## src/verilog/ipdc_pkg.sv

```systemverilog
// Purpose: Shared constants of the interleaved posted-write DRAM sequencer
// Assumes: 100 MHz processor bus clock
// Notes: Row hold count derives from named times; write strobe lag is a plain count
package ipdc_pkg;

   // ----------------------------------------------------------------
   // Timing
   // ----------------------------------------------------------------
   localparam int unsigned CLK_PERIOD_NS = 10;
   localparam int unsigned ROW_HOLD_NS = 20;
   // Least time, rounded up to whole cycles
   localparam int unsigned ROW_HOLD_CYC = (ROW_HOLD_NS + CLK_PERIOD_NS - 1) / CLK_PERIOD_NS;
   localparam logic [1:0] ROW_HOLD_CNT = 2'(ROW_HOLD_CYC);
   // Write column strobe lags write ack by this many clocks
   localparam int unsigned WR_CAS_LAG = 2;

   // ----------------------------------------------------------------
   // Burst, buffer and cache enable reset
   // ----------------------------------------------------------------
   localparam logic [1:0] BEAT_FIRST = 2'h0;
   localparam logic [1:0] BUF_DEPTH = 2'h2;
   localparam logic KEN_RESET = 1'h0;

   // ----------------------------------------------------------------
   // Cycle sequencer states, Gray coded along the usual path
   // ----------------------------------------------------------------
   typedef enum logic [2:0] {
      ST_IDLE = 3'h0,
      ST_WAIT = 3'h1,
      ST_ROW = 3'h3,
      ST_CAS = 3'h2,
      ST_BURST = 3'h6,
      ST_WACK = 3'h4
   } ipdc_state_e;

endpackage : ipdc_pkg

```

## src/verilog/ipdc_ctrl.sv

```systemverilog
// Purpose: Read burst and posted write sequencing for a two-bank DRAM
// Assumes: All inputs synchronous to clk_i except the cacheable decode
// Notes: Precharge, refresh arbitration and write-read delay live outside
//
// Behaviour
// - Row strobe already on except after reset/refresh/read miss
// - Address strobe sets address hold, cycle active
// - Second wait state samples select, hit; raises row
// - Delayed row strobe lags 20 ns; column select
// - Reads keep write path disabled
// - Row-off read: column third, ack fourth wait
// - Burst address predicted in second wait state
// - Second word switches select, strobes drop
// - Same row keeps row strobe on
// - Page hit: strobes and ack second wait
// - Separate paths; A3 latched every cycle
// - Cache enable valid at second wait state
// - Cache enable via two-clock synchroniser, normally on
// - Burst last ends burst ack
// - Write sampled: write path, enables, write ack
// - Write address in pipeline clock after enable
// - Write data captured into both banks
// - Both write enables; bank strobe two clocks later
// - Row-off write ends at processor in three
// - Row-on write ack clock after address strobe
// - Zero-wait write spans four clocks, overlaps
// - Back-to-back writes zero wait, any bank
// - Select is synchronous decoder output
module ipdc_ctrl #(
   parameter int unsigned ADDR_W = 20,
   parameter int unsigned DATA_W = 32
) (
   input wire logic clk_i,
   input wire logic resetn_i,
   input wire logic addr_strobe_n_i,
   input wire logic write_dir_i,
   input wire logic burst_last_n_i,
   input wire logic dram_select_n_i,
   input wire logic row_hit_n_i,
   input wire logic refresh_ack_i,
   input wire logic cacheable_n_i,
   input wire logic [ADDR_W-1:0] addr_i,
   input wire logic addr_a2_i,
   input wire logic addr_a3_i,
   input wire logic [DATA_W-1:0] wdata_i,
   input wire logic [DATA_W-1:0] dram_rdata_i,
   input wire logic rdata_ready_i,
   output logic address_hold_o,
   output logic cycle_active_n_o,
   output logic row_strobe_n_o,
   output logic delayed_row_strobe_n_o,
   output logic [ADDR_W/2-1:0] mux_addr_o,
   output logic write_path_enable_n_o,
   output logic col_strobe_bank0_n_o,
   output logic col_strobe_bank1_n_o,
   output logic burst_a3_bank0_o,
   output logic burst_a3_bank1_o,
   output logic word_select_o,
   output logic mem_burst_ack_n_o,
   output logic mem_write_ack_n_o,
   output logic bank0_write_en_n_o,
   output logic bank1_write_en_n_o,
   output logic [DATA_W-1:0] bank0_wdata_o,
   output logic [DATA_W-1:0] bank1_wdata_o,
   output logic write_pending_n_o,
   output logic cache_enable_n_o,
   output logic [DATA_W-1:0] rdata_o,
   output logic rdata_valid_o
);

   localparam int unsigned MA_W = ADDR_W / 2;
   // Local names of the package's sequencer states
   localparam ipdc_pkg::ipdc_state_e ST_IDLE = ipdc_pkg::ST_IDLE;
   localparam ipdc_pkg::ipdc_state_e ST_WAIT = ipdc_pkg::ST_WAIT;
   localparam ipdc_pkg::ipdc_state_e ST_ROW = ipdc_pkg::ST_ROW;
   localparam ipdc_pkg::ipdc_state_e ST_CAS = ipdc_pkg::ST_CAS;
   localparam ipdc_pkg::ipdc_state_e ST_BURST = ipdc_pkg::ST_BURST;
   localparam ipdc_pkg::ipdc_state_e ST_WACK = ipdc_pkg::ST_WACK;

   ipdc_pkg::ipdc_state_e state_q;
   logic hold_q, row_on_q, dir_q, a2_q, a3_q, ack_q, wack_q, ws1_v_q, ws1_b_q;
   logic col_strobe_bank0_n_q, col_strobe_bank1_n_q, wcas_q, wpe_q, col_sel_q, wsel_q, a3b0_q, a3b1_q;
   logic [1:0] drow_cnt_q, beat_q;
   logic [ADDR_W-1:0] lat_addr_q;
   logic [MA_W-1:0] wr_pipe_q, mux_q;
   logic [DATA_W-1:0] wd0_q, wd1_q, head_q, tail_q;
   logic head_v_q, tail_v_q, ken_meta_q, ken_q;
   logic ads, pop, room, beat_end;
   logic [1:0] cnt_next;

   // ----------------------------------------------------------------
   // Helpers
   // ----------------------------------------------------------------
   function automatic logic [MA_W-1:0] col_part(input logic [ADDR_W-1:0] a);
      col_part = a[MA_W-1:0];
   endfunction : col_part

   function automatic logic [MA_W-1:0] row_part(input logic [ADDR_W-1:0] a);
      row_part = a[ADDR_W-1:MA_W];
   endfunction : row_part

   // Cycle start only when idle and address strobe low
   assign ads = (state_q == ST_IDLE) && !addr_strobe_n_i;
   assign pop = head_v_q && rdata_ready_i;
   assign cnt_next = 2'({1'b0, head_v_q} + {1'b0, tail_v_q} + {1'b0, ack_q} - {1'b0, pop});
   assign room = cnt_next < ipdc_pkg::BUF_DEPTH;
   assign beat_end = ack_q && !burst_last_n_i;

   // ----------------------------------------------------------------
   // Cycle sequencer
   // ----------------------------------------------------------------
   // State, hold, cycle active and burst ack
   always_ff @(posedge clk_i or negedge resetn_i) begin
      if (!resetn_i) begin
         state_q <= ST_IDLE;
         hold_q <= 1'b0;
         ack_q <= 1'b0;
         wack_q <= 1'b0;
      end else begin
         wack_q <= 1'b0;
         case (state_q)
            ST_IDLE: begin
               if (ads) begin
                  hold_q <= 1'b1;
                  if (write_dir_i && row_on_q && !dram_select_n_i) begin
                     wack_q <= 1'b1;
                     state_q <= ST_WACK;
                  end else begin
                     state_q <= ST_WAIT;
                  end
               end
            end
            ST_WAIT: begin
               if (dram_select_n_i) begin
                  hold_q <= 1'b0;
                  state_q <= ST_IDLE;
               end else if (dir_q) begin
                  wack_q <= 1'b1;
                  state_q <= ST_WACK;
               end else if (row_on_q && !row_hit_n_i) begin
                  ack_q <= room;
                  state_q <= ST_BURST;
               end else begin
                  state_q <= ST_ROW;
               end
            end
            ST_ROW: state_q <= ST_CAS;
            ST_CAS: begin
               ack_q <= room;
               state_q <= ST_BURST;
            end
            ST_BURST: begin
               if (beat_end) begin
                  ack_q <= 1'b0;
                  hold_q <= 1'b0;
                  state_q <= ST_IDLE;
               end else begin
                  ack_q <= room;
               end
            end
            ST_WACK: begin
               hold_q <= 1'b0;
               state_q <= ST_IDLE;
            end
            default: state_q <= ST_IDLE;
         endcase
      end
   end

   // Row strobe stays on between cycles, dropped by refresh or read miss
   always_ff @(posedge clk_i or negedge resetn_i) begin
      if (!resetn_i) begin
         row_on_q <= 1'b0;
      end else if (state_q == ST_IDLE && refresh_ack_i) begin
         row_on_q <= 1'b0;
      end else if (state_q == ST_WAIT && !dram_select_n_i) begin
         row_on_q <= row_on_q ? !row_hit_n_i || dir_q : 1'b1;
      end
   end

   // Delayed row strobe and column address select
   always_ff @(posedge clk_i or negedge resetn_i) begin
      if (!resetn_i) begin
         drow_cnt_q <= 2'h0;
         col_sel_q <= 1'b0;
      end else if (!row_on_q) begin
         drow_cnt_q <= 2'h0;
         col_sel_q <= 1'b0;
      end else if (drow_cnt_q < ipdc_pkg::ROW_HOLD_CNT - 2'h1) begin
         drow_cnt_q <= drow_cnt_q + 2'h1;
      end else begin
         col_sel_q <= 1'b1;
      end
   end

   // Address, direction and A3 latch under address hold
   always_ff @(posedge clk_i or negedge resetn_i) begin
      if (!resetn_i) begin
         lat_addr_q <= '0;
         dir_q <= 1'b0;
         a2_q <= 1'b0;
         a3_q <= 1'b0;
      end else if (ads) begin
         lat_addr_q <= addr_i;
         dir_q <= write_dir_i;
         a2_q <= addr_a2_i;
         a3_q <= addr_a3_i;
      end
   end

   // ----------------------------------------------------------------
   // Read burst addressing and strobes
   // ----------------------------------------------------------------
   // Prediction, word select and read column strobes
   always_ff @(posedge clk_i or negedge resetn_i) begin
      if (!resetn_i) begin
         a3b0_q <= 1'b0;
         a3b1_q <= 1'b0;
         wsel_q <= 1'b0;
         beat_q <= ipdc_pkg::BEAT_FIRST;
         col_strobe_bank0_n_q <= 1'b0;
         col_strobe_bank1_n_q <= 1'b0;
      end else begin
         if (state_q == ST_WAIT && !dir_q) begin
            a3b0_q <= a3_q;
            a3b1_q <= a3_q;
            wsel_q <= a2_q;
            beat_q <= ipdc_pkg::BEAT_FIRST;
            col_strobe_bank0_n_q <= row_on_q && !row_hit_n_i && !dram_select_n_i;
            col_strobe_bank1_n_q <= row_on_q && !row_hit_n_i && !dram_select_n_i;
         end else if (state_q == ST_ROW) begin
            col_strobe_bank0_n_q <= 1'b1;
            col_strobe_bank1_n_q <= 1'b1;
         end else if (state_q == ST_BURST) begin
            if (beat_end) begin
               col_strobe_bank0_n_q <= 1'b0;
               col_strobe_bank1_n_q <= 1'b0;
            end else if (ack_q) begin
               beat_q <= beat_q + 2'h1;
               wsel_q <= !wsel_q;
               if (beat_q == ipdc_pkg::BEAT_FIRST) begin
                  a3b0_q <= !a3b0_q;
                  a3b1_q <= !a3b1_q;
                  col_strobe_bank0_n_q <= 1'b0;
                  col_strobe_bank1_n_q <= 1'b0;
               end else begin
                  col_strobe_bank0_n_q <= 1'b1;
                  col_strobe_bank1_n_q <= 1'b1;
               end
            end else begin
               col_strobe_bank0_n_q <= 1'b1;
               col_strobe_bank1_n_q <= 1'b1;
            end
         end
      end
   end

   // ----------------------------------------------------------------
   // Posted write engine
   // ----------------------------------------------------------------
   // Two-stage pipeline gives bank strobe two clocks after ack
   always_ff @(posedge clk_i or negedge resetn_i) begin
      if (!resetn_i) begin
         ws1_v_q <= 1'b0;
         ws1_b_q <= 1'b0;
         wcas_q <= 1'b0;
      end else begin
         ws1_v_q <= wack_q;
         ws1_b_q <= a2_q;
         wcas_q <= ws1_v_q;
      end
   end

   // Write path enable and write enables held while writes pend
   always_ff @(posedge clk_i or negedge resetn_i) begin
      if (!resetn_i) begin
         wpe_q <= 1'b0;
      end else begin
         wpe_q <= (state_q == ST_WAIT && dir_q && !dram_select_n_i) || (ads && write_dir_i
            && row_on_q && !dram_select_n_i) || wack_q || ws1_v_q;
      end
   end

   // Write address pipeline and data registers of both banks
   always_ff @(posedge clk_i or negedge resetn_i) begin
      if (!resetn_i) begin
         wr_pipe_q <= '0;
         wd0_q <= '0;
         wd1_q <= '0;
      end else if (wack_q) begin
         wr_pipe_q <= col_part(lat_addr_q);
         wd0_q <= wdata_i;
         wd1_q <= wdata_i;
      end
   end

   // Multiplexed DRAM address: write pipeline, column or row
   always_ff @(posedge clk_i or negedge resetn_i) begin
      if (!resetn_i) begin
         mux_q <= '0;
      end else if (wpe_q) begin
         mux_q <= wr_pipe_q;
      end else if (col_sel_q) begin
         mux_q <= col_part(lat_addr_q);
      end else begin
         mux_q <= row_part(lat_addr_q);
      end
   end

   // ----------------------------------------------------------------
   // Cache enable synchroniser
   // ----------------------------------------------------------------
   // Two flops, resets to the active level
   always_ff @(posedge clk_i or negedge resetn_i) begin
      if (!resetn_i) begin
         ken_meta_q <= ipdc_pkg::KEN_RESET;
         ken_q <= ipdc_pkg::KEN_RESET;
      end else begin
         ken_meta_q <= cacheable_n_i;
         ken_q <= ken_meta_q;
      end
   end

   // ----------------------------------------------------------------
   // Read data buffer, two entries
   // ----------------------------------------------------------------
   // Head feeds the output; tail absorbs a word during a stall
   always_ff @(posedge clk_i or negedge resetn_i) begin
      if (!resetn_i) begin
         head_q <= '0;
         tail_q <= '0;
         head_v_q <= 1'b0;
         tail_v_q <= 1'b0;
      end else if (!head_v_q || pop) begin
         if (tail_v_q) begin
            head_q <= tail_q;
            head_v_q <= 1'b1;
            tail_v_q <= ack_q;
            if (ack_q) begin
               tail_q <= dram_rdata_i;
            end
         end else begin
            head_v_q <= ack_q;
            if (ack_q) begin
               head_q <= dram_rdata_i;
            end
         end
      end else if (ack_q) begin
         tail_q <= dram_rdata_i;
         tail_v_q <= 1'b1;
      end
   end

   // ----------------------------------------------------------------
   // Outputs
   // ----------------------------------------------------------------
   assign address_hold_o = hold_q;
   assign cycle_active_n_o = !hold_q;
   assign row_strobe_n_o = !row_on_q;
   assign delayed_row_strobe_n_o = !col_sel_q;
   assign mux_addr_o = mux_q;
   assign write_path_enable_n_o = !wpe_q;
   assign col_strobe_bank0_n_o = !(col_strobe_bank0_n_q || (wcas_q && !ws1_b_q));
   assign col_strobe_bank1_n_o = !(col_strobe_bank1_n_q || (wcas_q && ws1_b_q));
   assign burst_a3_bank0_o = a3b0_q;
   assign burst_a3_bank1_o = a3b1_q;
   assign word_select_o = wsel_q;
   assign mem_burst_ack_n_o = !ack_q;
   assign mem_write_ack_n_o = !wack_q;
   assign bank0_write_en_n_o = !wpe_q;
   assign bank1_write_en_n_o = !wpe_q;
   assign bank0_wdata_o = wd0_q;
   assign bank1_wdata_o = wd1_q;
   assign write_pending_n_o = !(wpe_q || wcas_q);
   assign cache_enable_n_o = ken_q;
   assign rdata_o = head_q;
   assign rdata_valid_o = head_v_q;
endmodule : ipdc_ctrl

```

## config.mk

```make
export PLATFORM = sky130hd
export DESIGN_NAME = ipdc_ctrl
export DESIGN_NICKNAME = d
export VERILOG_FILES = /design/src/verilog/ipdc_pkg.sv /design/src/verilog/ipdc_ctrl.sv
export SDC_FILE = /design/constraint.sdc
export NUM_CORES = 1
export LEC_CHECK = 0
export BUFFER_PORTS_ARGS = -buffer_cell sky130_fd_sc_hd__buf_2
export CAP_MARGIN = 0
export CORE_UTILIZATION = 48
export CTS_BUF_LIST = sky130_fd_sc_hd__clkbuf_2
export DETAILED_ROUTE_END_ITERATION = 8
export GPL_ROUTABILITY_DRIVEN = 0
export PLACE_DENSITY = 0.9
export SYNTH_ARGS = -nofsm -noshare
export SYNTH_HDL_FRONTEND = slang
export SYNTH_SLANG_ARGS = --single-unit
```

## constraint.sdc

```tcl
create_clock -name clk_i -period 1.8 [get_ports clk_i]
set_input_delay 0.36 -clock clk_i [delete_from_list [all_inputs] [get_ports clk_i]]
set_output_delay 0.36 -clock clk_i [all_outputs]
set_load 0.005 [all_outputs]
```

==> impl_metrics.py, run 1 <==
metrics = {
    "logic_synthesis": {
        "async_flop_share_pct": 100,
        "synthAdderAreaFrac_pct": 0.854,
        "synth_mux_area_share_pct": 22.5,
        "synth_common_cells": "dfrtp_1, mux2_2, nor2_1",
        "yosysMostFrequentCell": "dfrtp_1",
        "synth_enable_flop_cells": 0,
        "synth.top_cell.area_share_pct": 58.0,
        "syn_area_sq_um": 7030,
        "netlist_instances": 546,
        "synth-xor-area-share_pct": 0.498,
        "yosys-top-cells-area": "dfrtp_1, mux2_2, mux2i_1",
        "synth_top_family_by_area": "multiplexers",
        "ys.flop_type": "dfrtp_1",
        "syn-mean-instance-area_sq_um": 12.9,
        "yosys.area_share.simple_pct": 5.62,
        "synth_nets": 646,
        "yosys_warnings": 0,
        "synth_compound_area_share_pct": 5.50,
        "yosys.area.top_type": "dfrtp_1",
        "ys_seq_area_share_pct": 58.0,
        "ys_types": 44,
        "synth-seq-cells": 163,
    },
    "timing": {
        "worstMarginPinSlew_ps": 501,
        "timing_hold_violations_final": 0,
        "fin_ws_ps": 3.68,
        "setup_viol": 0,
        "period_minus_slack_ps": 1800,
        "fmax_mhz": 557,
        "rsz0062_at_grt": "true",
        "clock_skew_ps": 28.2,
        "setup_tns_ps": 0,
        "slew_headroom_pct": 66.6,
        "hold_ws_ps": 119,
        "finalCritPeriodShare_pct": 99.8,
        "final-max-slew-violation-count": 0,
    },
    "cells_and_area": {
        "final_util_pct": 67.2,
        "final_cells": 1037,
        "fillers": 952,
        "diodes": 0,
        "drive_gt1_share_pct": 46.0,
        "stdcell_area_sq_um": 9480,
        "syn2layout_area_growth_pct": 34.8,
        "finalNetCount": 944,
    },
    "cts": {
        "cts_tree": "done",
        "clockBufferDepth": 2,
        "clock_latency_ps": 710,
        "cts_root_buf": "clkbuf_2",
        "cts.clk_slew.worst_paths_ps": 220,
        "h-tree-depth": 4,
        "clock-sinks": 163,
        "cts_buffers": 17,
    },
    "place": {
        "pre_cts_ws_ps": -150,
        "portBuffers": 218,
        "place_area_sq_um": 8190,
        "place_inst": 903,
        "dp_hpwl_um": 10700,
    },
    "pwr": {
        "ir_worst_vdd_mv": 1.05,
        "p_per_area_nw_per_um2": 1600,
        "total_power_mw": 15.2,
        "power.leakage_nw": 4.48,
    },
    "setup_path": {
        "cpLargestDelayFamily": "adder cells",
        "required_ps": 2420,
        "critPathBufInv": 1,
        "critPathSlowestCell": "dfrtp_1",
        "criticalPathCategory": "reg -> reg",
        "startpoint_type": "flip-flop",
        "crit_arrival_ps": 2410,
        "crit_fanout": 2,
        "cpPeakStageDelay_ps": 430,
        "startpoint": "rdata_valid_o$_DFFE_PN0N_",
        "worstSetupEndpointType": "flip-flop",
        "path_cells": "and2_1, ha_1, inv_2, ha_4, a21oi_2, xnor2_1, a31oi_1, mux2_4",
        "rr_startpoint": "rdata_valid_o$_DFFE_PN0N_",
    },
    "route": {
        "remaining_drc_errors": 0,
        "drtPass1Iterations": 4,
        "vias": 5272,
        "drtIter0Drc": 236,
        "ant_nets": 0,
        "wire_per_inst_um": 17.3,
        "routed_via_density": 5.08,
        "wl_um": 17900,
    },
    "global_routing": {
        "grtUsageTotal_pct": 23.9,
        "grt_pass1_wl_um": 27300,
        "gr-total-overflow": 0,
        "antenna_found_initial": 0,
        "grt_max_degree": 48,
        "grt_pass1_vias": 5495,
    },
    "run_status": {
        "outcome": "completed",
    },
    "die": {
        "die-height_um": 123,
        "num_rows": 43,
        "dieWidth_um": 123,
        "start_util_pct": 49.9,
        "boundaryPins": 219,
        "die-area_sq_um": 15100,
        "coreArea_sq_um": 14100,
    },
    "flow_run": {
        "cap_viol_max_count": 0,
    },
    "worst_hold_path": {
        "min_path_type": "in -> async",
    },
}
==> layout by cell type (no fill, tap or decap), types with 15 or more instances in the layout <==
cell	n
a21oi_1	37
clkbuf_2	18
nor2_1	46
mux2_2	84
mux2i_1	44
o21ai_0	16
dlygate4sd3_1	94
buf_2	208
nand2_1	15
buf_4	22
dfrtp_1	160
==> metal layers <==
layer | track usage (%) | part of all wire [%] | vias up
met2 | 42.1 | 51 | 202
li1 | - | - | 2440
met1 | 26.8 | 40 | 2599
met5 | 0 | 0 | -
met3 | 7.20 | 6.9 | 31
met4 | 9.94 | 2.0 | 0
==> cell families (layout without fill, tap and decap cells) <==
kind of cell / count (synthesis) / count (layout)
AND/OR/NAND/NOR: 83 / 83
buffers and inverters: 81 / 392
AO/OA/AOI/OAI: 68 / 68
multiplexers: 142 / 142
adder cells (fa/ha/maj): 5 / 5
flip-flops: 163 / 163
XOR/XNOR: 4 / 4
==> timing repair <==
action / CTS / global route
hold buffers: 94 / 0
endpoints found under the setup margin: 10 / 25
pin swaps: 3 / 0
buffers inserted: 2 / 6
hold endpoints to repair: 288 / 0
resized for setup: 9 / 15
==> where the power goes <==
group          total [mW]  switching [mW]  leakage [nW]  internal, mW
registers            6.60            1.16          1.93          5.44
clock network        1.79            1.29         0.129         0.494
logic                6.77            3.04          2.42          3.73
total                15.2            5.49          4.48          9.66
==> sequential cells by signal, indices dropped and copies added (netlist names), 2 cells and up <==
name,count
lat_addr_q,20
beat_q,2
drow_cnt_q,2
rdata_o,32
bank1_wdata_o,32
mux_addr_o,10
state_q,3
tail_q,32
wr_pipe_q,10
==> worst paths after layout <==
kind | endpoint | cells past startpoint | slack (ps)
worst max-delay path | ack_q$_DFFE_PN0P_ | 8 | 4
worst min-delay path | cache_enable_n_o$_DFF_PN0_ | 2 | 120
worst max register to register | ack_q$_DFFE_PN0P_ | 8 | 4
worst min register to register | cache_enable_n_o$_DFF_PN0_ | 0 | 400
max in group asynchronous | wpe_q$_DFF_PN0_ | 3 | 1050
min in group clk_i | rdata_valid_o$_DFFE_PN0N_ | 3 | 180
==> worst reg2reg max path, cell delays in order (launching register included) <==
cell,delay (ps)
dfrtp_1,430
and2_1,140
ha_1,280
inv_2,80
ha_4,200
a21oi_2,130
xnor2_1,130
a31oi_1,60
mux2_4,270
==> cell type report <==
class / count / area, sq um / area share, %
Clock inverter: 14 / 113 / 1.19
Sequential cell: 163 / 4090 / 43.1
Multi-Input combinational cell: 302 / 2480 / 26.2
Clock buffer: 18 / 90.1 / 0.950
Tap cell: 180 / 225 / 2.38
Inverter: 18 / 70.1 / 0.739
Timing Repair Buffer: 342 / 2410 / 25.4
Note: power is estimated with default switching activity, not from simulation.
==> run 2, diff against run 1 <==
--- a/config.mk
+++ b/config.mk
@@ -7,6 +7,7 @@
 export LEC_CHECK = 0
 export BUFFER_PORTS_ARGS = -buffer_cell sky130_fd_sc_hd__buf_2
 export CAP_MARGIN = 0
+export CORE_MARGIN = 2
 export CORE_UTILIZATION = 48
 export CTS_BUF_LIST = sky130_fd_sc_hd__clkbuf_2
 export DETAILED_ROUTE_END_ITERATION = 8
==> impl_metrics.py, run 2 (synthesized netlist as in run 1, its figures left out) <==
metrics = {
    "setup_path": {
        "crit_arrival_ps": 1460,
        "path_cells": "a21oi_1, buf_2",
        "reg2reg_depth": 7,
        "startpoint_type": "flip-flop",
        "rr_startpoint": "rdata_valid_o$_DFFE_PN0N_",
        "worstSetupEndpointType": "output pin",
        "criticalPathCategory": "reg -> out",
        "required_ps": 1440,
        "critPathSlowestCell": "dfrtp_1",
        "crit_fanout": 3,
        "cpPeakStageDelay_ps": 480,
        "r2r_end": "tail_q[16]$_DFFE_PN0P_",
        "r2r_slack_ps": 10,
    },
    "run_status": {
        "outcome": "finished with violations",
        "violations": "setup timing",
    },
    "timing": {
        "finalCritPeriodShare_pct": 101,
        "final-max-slew-violation-count": 0,
        "hold_ws_ps": 78.8,
        "period_minus_slack_ps": 1820,
        "fin_ws_ps": -21.5,
        "clock_skew_ps": 58.1,
        "timing_hold_violations_final": 0,
        "fmax_mhz": 549,
        "setup_viol": 1,
        "slew_headroom_pct": 71.1,
        "worstMarginPinSlew_ps": 434,
        "rsz0062_at_grt": "true",
    },
    "cells_and_area": {
        "diodes": 0,
        "fillers": 973,
        "syn2layout_area_growth_pct": 37.6,
        "finalNetCount": 946,
        "final_cells": 1042,
        "drive_gt1_share_pct": 46.2,
        "final_common_cell": "buf_2",
        "stdcell_area_sq_um": 9670,
        "most-common-layout-cells": "buf_2, dfrtp_1, dlygate4sd3_1, mux2_2, nor2_1",
    },
    "pwr": {
        "p_sw_mw": 5.79,
        "power.share.clock_pct": 12.8,
        "ir_worst_vdd_mv": 1.04,
        "swShare_pct": 35.9,
        "total_power_mw": 16.1,
        "p_seq_share_pct": 41.4,
        "power_frac_comb_pct": 45.8,
        "p_per_area_nw_per_um2": 1670,
        "p_int_mw": 10.3,
        "power.leakage_nw": 4.64,
    },
    "cts": {
        "cts_root_buf": "clkbuf_2",
        "h-tree-depth": 4,
        "cts.clk_slew.worst_paths_ps": 250,
        "clockBufferDepth": 2,
        "clock_latency_ps": 710,
        "clock-sinks": 163,
        "cts_buffers": 17,
        "cts_tree": "done",
    },
    "die": {
        "start_util_pct": 48.8,
        "boundaryPins": 219,
        "dieWidth_um": 125,
        "die-area_sq_um": 15600,
        "num_rows": 44,
        "die-height_um": 125,
        "coreArea_sq_um": 14400,
    },
    "route": {
        "wl_um": 18900,
        "vias": 5404,
        "drtIter0Drc": 255,
        "routed_via_density": 5.19,
        "drtPass1Iterations": 5,
        "wire_per_inst_um": 18.2,
        "ant_nets": 0,
        "remaining_drc_errors": 0,
    },
    "global_routing": {
        "grt_pass1_vias": 5736,
        "grtUsageTotal_pct": 23.4,
        "gr-total-overflow": 0,
        "antenna_found_initial": 0,
        "grt_pass1_wl_um": 29300,
        "grt_max_degree": 65,
    },
    "place": {
        "portBuffers": 218,
        "pre_cts_ws_ps": -126,
        "place_area_sq_um": 8170,
        "dp_hpwl_um": 10500,
        "place_inst": 904,
    },
    "flow_run": {
        "cap_viol_max_count": 0,
    },
    "worst_hold_path": {
        "min_path_type": "in -> async",
    },
}
-- run 2: cell count changes in the layout (fill, tap and decap cells not counted), sizes merged --
cell / previous run / this run
bufinv: 1 / 3
clkbuf: 18 / 19
clkinvlp: 2 / 0
clkinv: 9 / 8
inv: 20 / 21
-- run 2: what timing repair did --
item | CTS | global route
endpoints found under the hold margin | 288 | 0
hold buffers | 94 | 0
endpoints found under the setup margin | 10 | 45
setup buffers | 4 | 6
pin swaps | 3 | 3
gates cloned | 0 | 3
gates resized for setup | 6 | 39
-- run 2: final cells by class --
type                            count  area, sq um  area share (%)
Sequential cell                   163         4080            42.2
Timing Repair Buffer              344         2450            25.3
Clock buffer                       17         85.1           0.879
Multi-Input combinational cell    302         2600            26.9
Clock inverter                     14          160            1.66
Tap cell                          184          230            2.38
Inverter                           18         67.6           0.698
-- run 2: worst max-delay path by stage --
stage | start | end | slack, ps | cells past startpoint
2_1_floorplan | rdata_valid_o$_DFFE_PN0N_ | ack_q$_DFFE_PN0P_ | 10 | 8
3_3_place_gp | rdata_ready_i | ack_q$_DFFE_PN0P_ | -110 | 9
3_5_place_dp | rdata_ready_i | ack_q$_DFFE_PN0P_ | -130 | 9
4_1_cts | col_strobe_bank1_n_q$_DFFE_PN0P_ | col_strobe_bank0_n_o | -70 | 2
5_1_grt | col_strobe_bank1_n_q$_DFFE_PN0P_ | col_strobe_bank1_n_o | -180 | 2
6_report | col_strobe_bank1_n_q$_DFFE_PN0P_ | col_strobe_bank0_n_o | -20 | 2
-- run 2: power by group through the flow --
stage | logic [mW] | registers [mW] | clock network (mW)
after floorplan | 4.33 | 6.45 | 0
after global placement | 5.97 | 6.51 | 0
after detailed placement | 6.19 | 6.63 | 0
after CTS | 6.49 | 6.53 | 2.10
after global routing | 7.97 | 6.86 | 2.29
final | 7.39 | 6.67 | 2.07
-- run 2: critical path: cells and delay by family (launching register included) --
family | cells | cell delay (ps)
buf+inv | 1 | 130
compound gates | 1 | 140
flops | 1 | 480
-- run 2: per-layer routing --
layer	wire, um	vias up	track usage (%)
met5	0	-	0
met4	542	0	9.02
met3	1250	47	6.72
met2	9700	266	40.9
met1	7420	2651	27.4
li1	-	2440	-
-- run 2: through the flow --
stage | setup TNS, ps | utilization [%]
4_1_cts | -268 | 65.2
3_5_place_dp | -126 | 56.6
2_1_floorplan | 0 | -
3_3_place_gp | -106 | 56.6
6_report | -21.5 | 67.1
5_1_grt | -1060 | 67.1
==> run 3, diff against run 2 <==
--- a/config.mk
+++ b/config.mk
@@ -13,6 +13,7 @@
 export DETAILED_ROUTE_END_ITERATION = 8
 export GPL_ROUTABILITY_DRIVEN = 0
 export PLACE_DENSITY = 0.9
+export REMOVE_ABC_BUFFERS = 1
 export SYNTH_ARGS = -nofsm -noshare
 export SYNTH_HDL_FRONTEND = slang
 export SYNTH_SLANG_ARGS = --single-unit
==> impl_metrics.py, run 3 (synthesized netlist as in run 1, its figures left out) <==
metrics = {
    "run_status": {
        "outcome": "finished with violations",
        "violations": "setup timing",
    },
    "setup_path": {
        "critPathSlowestCell": "dfrtp_1",
        "path_cells": "a21oi_1, buf_2",
        "startpoint_type": "flip-flop",
        "criticalPathCategory": "reg -> out",
        "worstSetupEndpointType": "output pin",
        "cpPeakStageDelay_ps": 480,
        "crit_fanout": 3,
        "crit_arrival_ps": 1520,
        "required_ps": 1440,
    },
    "route": {
        "wire_per_inst_um": 17.7,
        "drtPass1Iterations": 4,
        "remaining_drc_errors": 0,
        "routed_via_density": 5.13,
        "vias": 5396,
        "ant_nets": 0,
        "wl_um": 18600,
        "drtIter0Drc": 261,
    },
    "die": {
        "coreArea_sq_um": 14400,
        "boundaryPins": 219,
        "num_rows": 44,
        "die-height_um": 125,
        "die-area_sq_um": 15600,
        "start_util_pct": 48.8,
        "dieWidth_um": 125,
    },
    "global_routing": {
        "antenna_found_initial": 2,
        "grtUsageTotal_pct": 22.9,
        "grt_max_degree": 70,
        "grt_pass1_vias": 5730,
        "gr-total-overflow": 0,
        "grt_pass1_wl_um": 28500,
    },
    "cells_and_area": {
        "syn2layout_area_growth_pct": 38.6,
        "stdcell_area_sq_um": 9740,
        "finalNetCount": 952,
        "final_cells": 1051,
        "most-common-layout-cells": "buf_2, dfrtp_1, dlygate4sd3_1, mux2_2",
        "drive_gt1_share_pct": 47.1,
        "final_common_cell": "buf_2",
    },
    "timing": {
        "setup_viol": 20,
        "finalCritPeriodShare_pct": 104,
        "clock_skew_ps": 39.3,
        "fin_ws_ps": -76.1,
        "rsz0062_at_grt": "true",
        "fmax_mhz": 533,
        "worstMarginPinSlew_ps": 557,
        "timing_hold_violations_final": 0,
        "slew_headroom_pct": 62.7,
        "final-max-slew-violation-count": 0,
        "period_minus_slack_ps": 1880,
    },
    "pwr": {
        "p_per_area_nw_per_um2": 1640,
        "power.leakage_nw": 4.68,
        "ir_worst_vdd_mv": 1.06,
    },
    "place": {
        "place_inst": 902,
        "portBuffers": 218,
        "dp_hpwl_um": 10200,
        "place_area_sq_um": 8170,
    },
    "cts": {
        "clock-sinks": 163,
        "h-tree-depth": 4,
        "clockBufferDepth": 2,
        "cts_tree": "done",
        "clock_latency_ps": 740,
        "cts_buffers": 17,
        "cts.clk_slew.worst_paths_ps": 260,
        "cts_root_buf": "clkbuf_2",
    },
    "flow_run": {
        "cap_viol_max_count": 0,
    },
    "worst_hold_path": {
        "min_path_type": "in -> reg",
    },
}
-- run 3: cell count changes in the layout (fill, tap and decap cells not counted), moves of 3 or more --
cell    delta
buf_2      -4
mux2_4     +3
buf_6      +5
buf_4      +6
-- run 3: worst paths after layout --
path	startpoint	to	slack (ps)	cells past startpoint
setup reg to reg	rdata_valid_o$_DFFE_PN0N_	tail_q[25]$_DFFE_PN0P_	-30	6
max in group asynchronous	resetn_i	wr_pipe_q[6]$_DFFE_PN0P_	680	3
hold / removal	burst_last_n_i	state_q[2]$_DFFE_PN0P_	70	4
hold reg to reg	ken_meta_q$_DFF_PN0_	cache_enable_n_o$_DFF_PN0_	390	0
setup / recovery	wcas_q$_DFF_PN0_	col_strobe_bank0_n_o	-80	2
min in group asynchronous	resetn_i	bank1_wdata_o[5]$_DFFE_PN0P_	120	3
-- run 3: power breakdown --
group / internal [mW] / switching (mW)
Combinational: 4.20 / 3.19
Sequential: 5.44 / 1.18
Clock: 0.645 / 1.32
Total: 10.3 / 5.69
-- run 3: stage by stage --
stage | setup WS, ps | util [%] | hold WS (ps) | TNS (ps) | power (mW)
6_report | -76.1 | 67.6 | 71.3 | -367 | 16.0
5_1_grt | -238 | 67.6 | 19.8 | -3950 | 17.0
4_1_cts | -90.2 | 65.8 | 2.09 | -356 | 15.1
3_5_place_dp | -132 | 56.6 | 202 | -132 | 12.8
3_3_place_gp | -106 | 56.6 | 200 | -106 | 12.5
2_1_floorplan | -1270 | - | 64.4 | -74250 | 10.1
-- run 3: layer usage --
metal | GRT usage (%) | wire length, um | up-vias
met5 | 0 | 0 | -
met4 | 10.1 | 537 | 0
met3 | 5.78 | 1010 | 42
met2 | 41.5 | 9860 | 200
met1 | 25.5 | 7160 | 2691
li1 | - | - | 2463
-- run 3: critical path, delay by kind of cell (launching register included) --
| kind | cells | cell delay, ps |
|---|---|---|
| AO/OA/AOI/OAI | 1 | 160 |
| buffers and inverters | 1 | 140 |
| flip-flops | 1 | 480 |
-- run 3: area by class of cell --
cell class | instances | area [sq um]
Clock buffer | 19 | 95.1
Timing Repair Buffer | 350 | 2520
Clock inverter | 13 | 136
Sequential cell | 163 | 4080
Inverter | 18 | 72.6
Fill cell | 975 | 4680
Multi-Input combinational cell | 302 | 2600
Tap cell | 184 | 230
Antenna cell | 2 | 5.00
-- run 3: what timing repair did --
action                                 in CTS  in global routing
setup buffers                              10                  9
endpoints found under the hold margin     289                  0
setup endpoints to repair                  11                 86
cloned                                      1                  3
hold buffers                               94                  0
pin swaps                                   2                  6
resized for setup                          15                 41
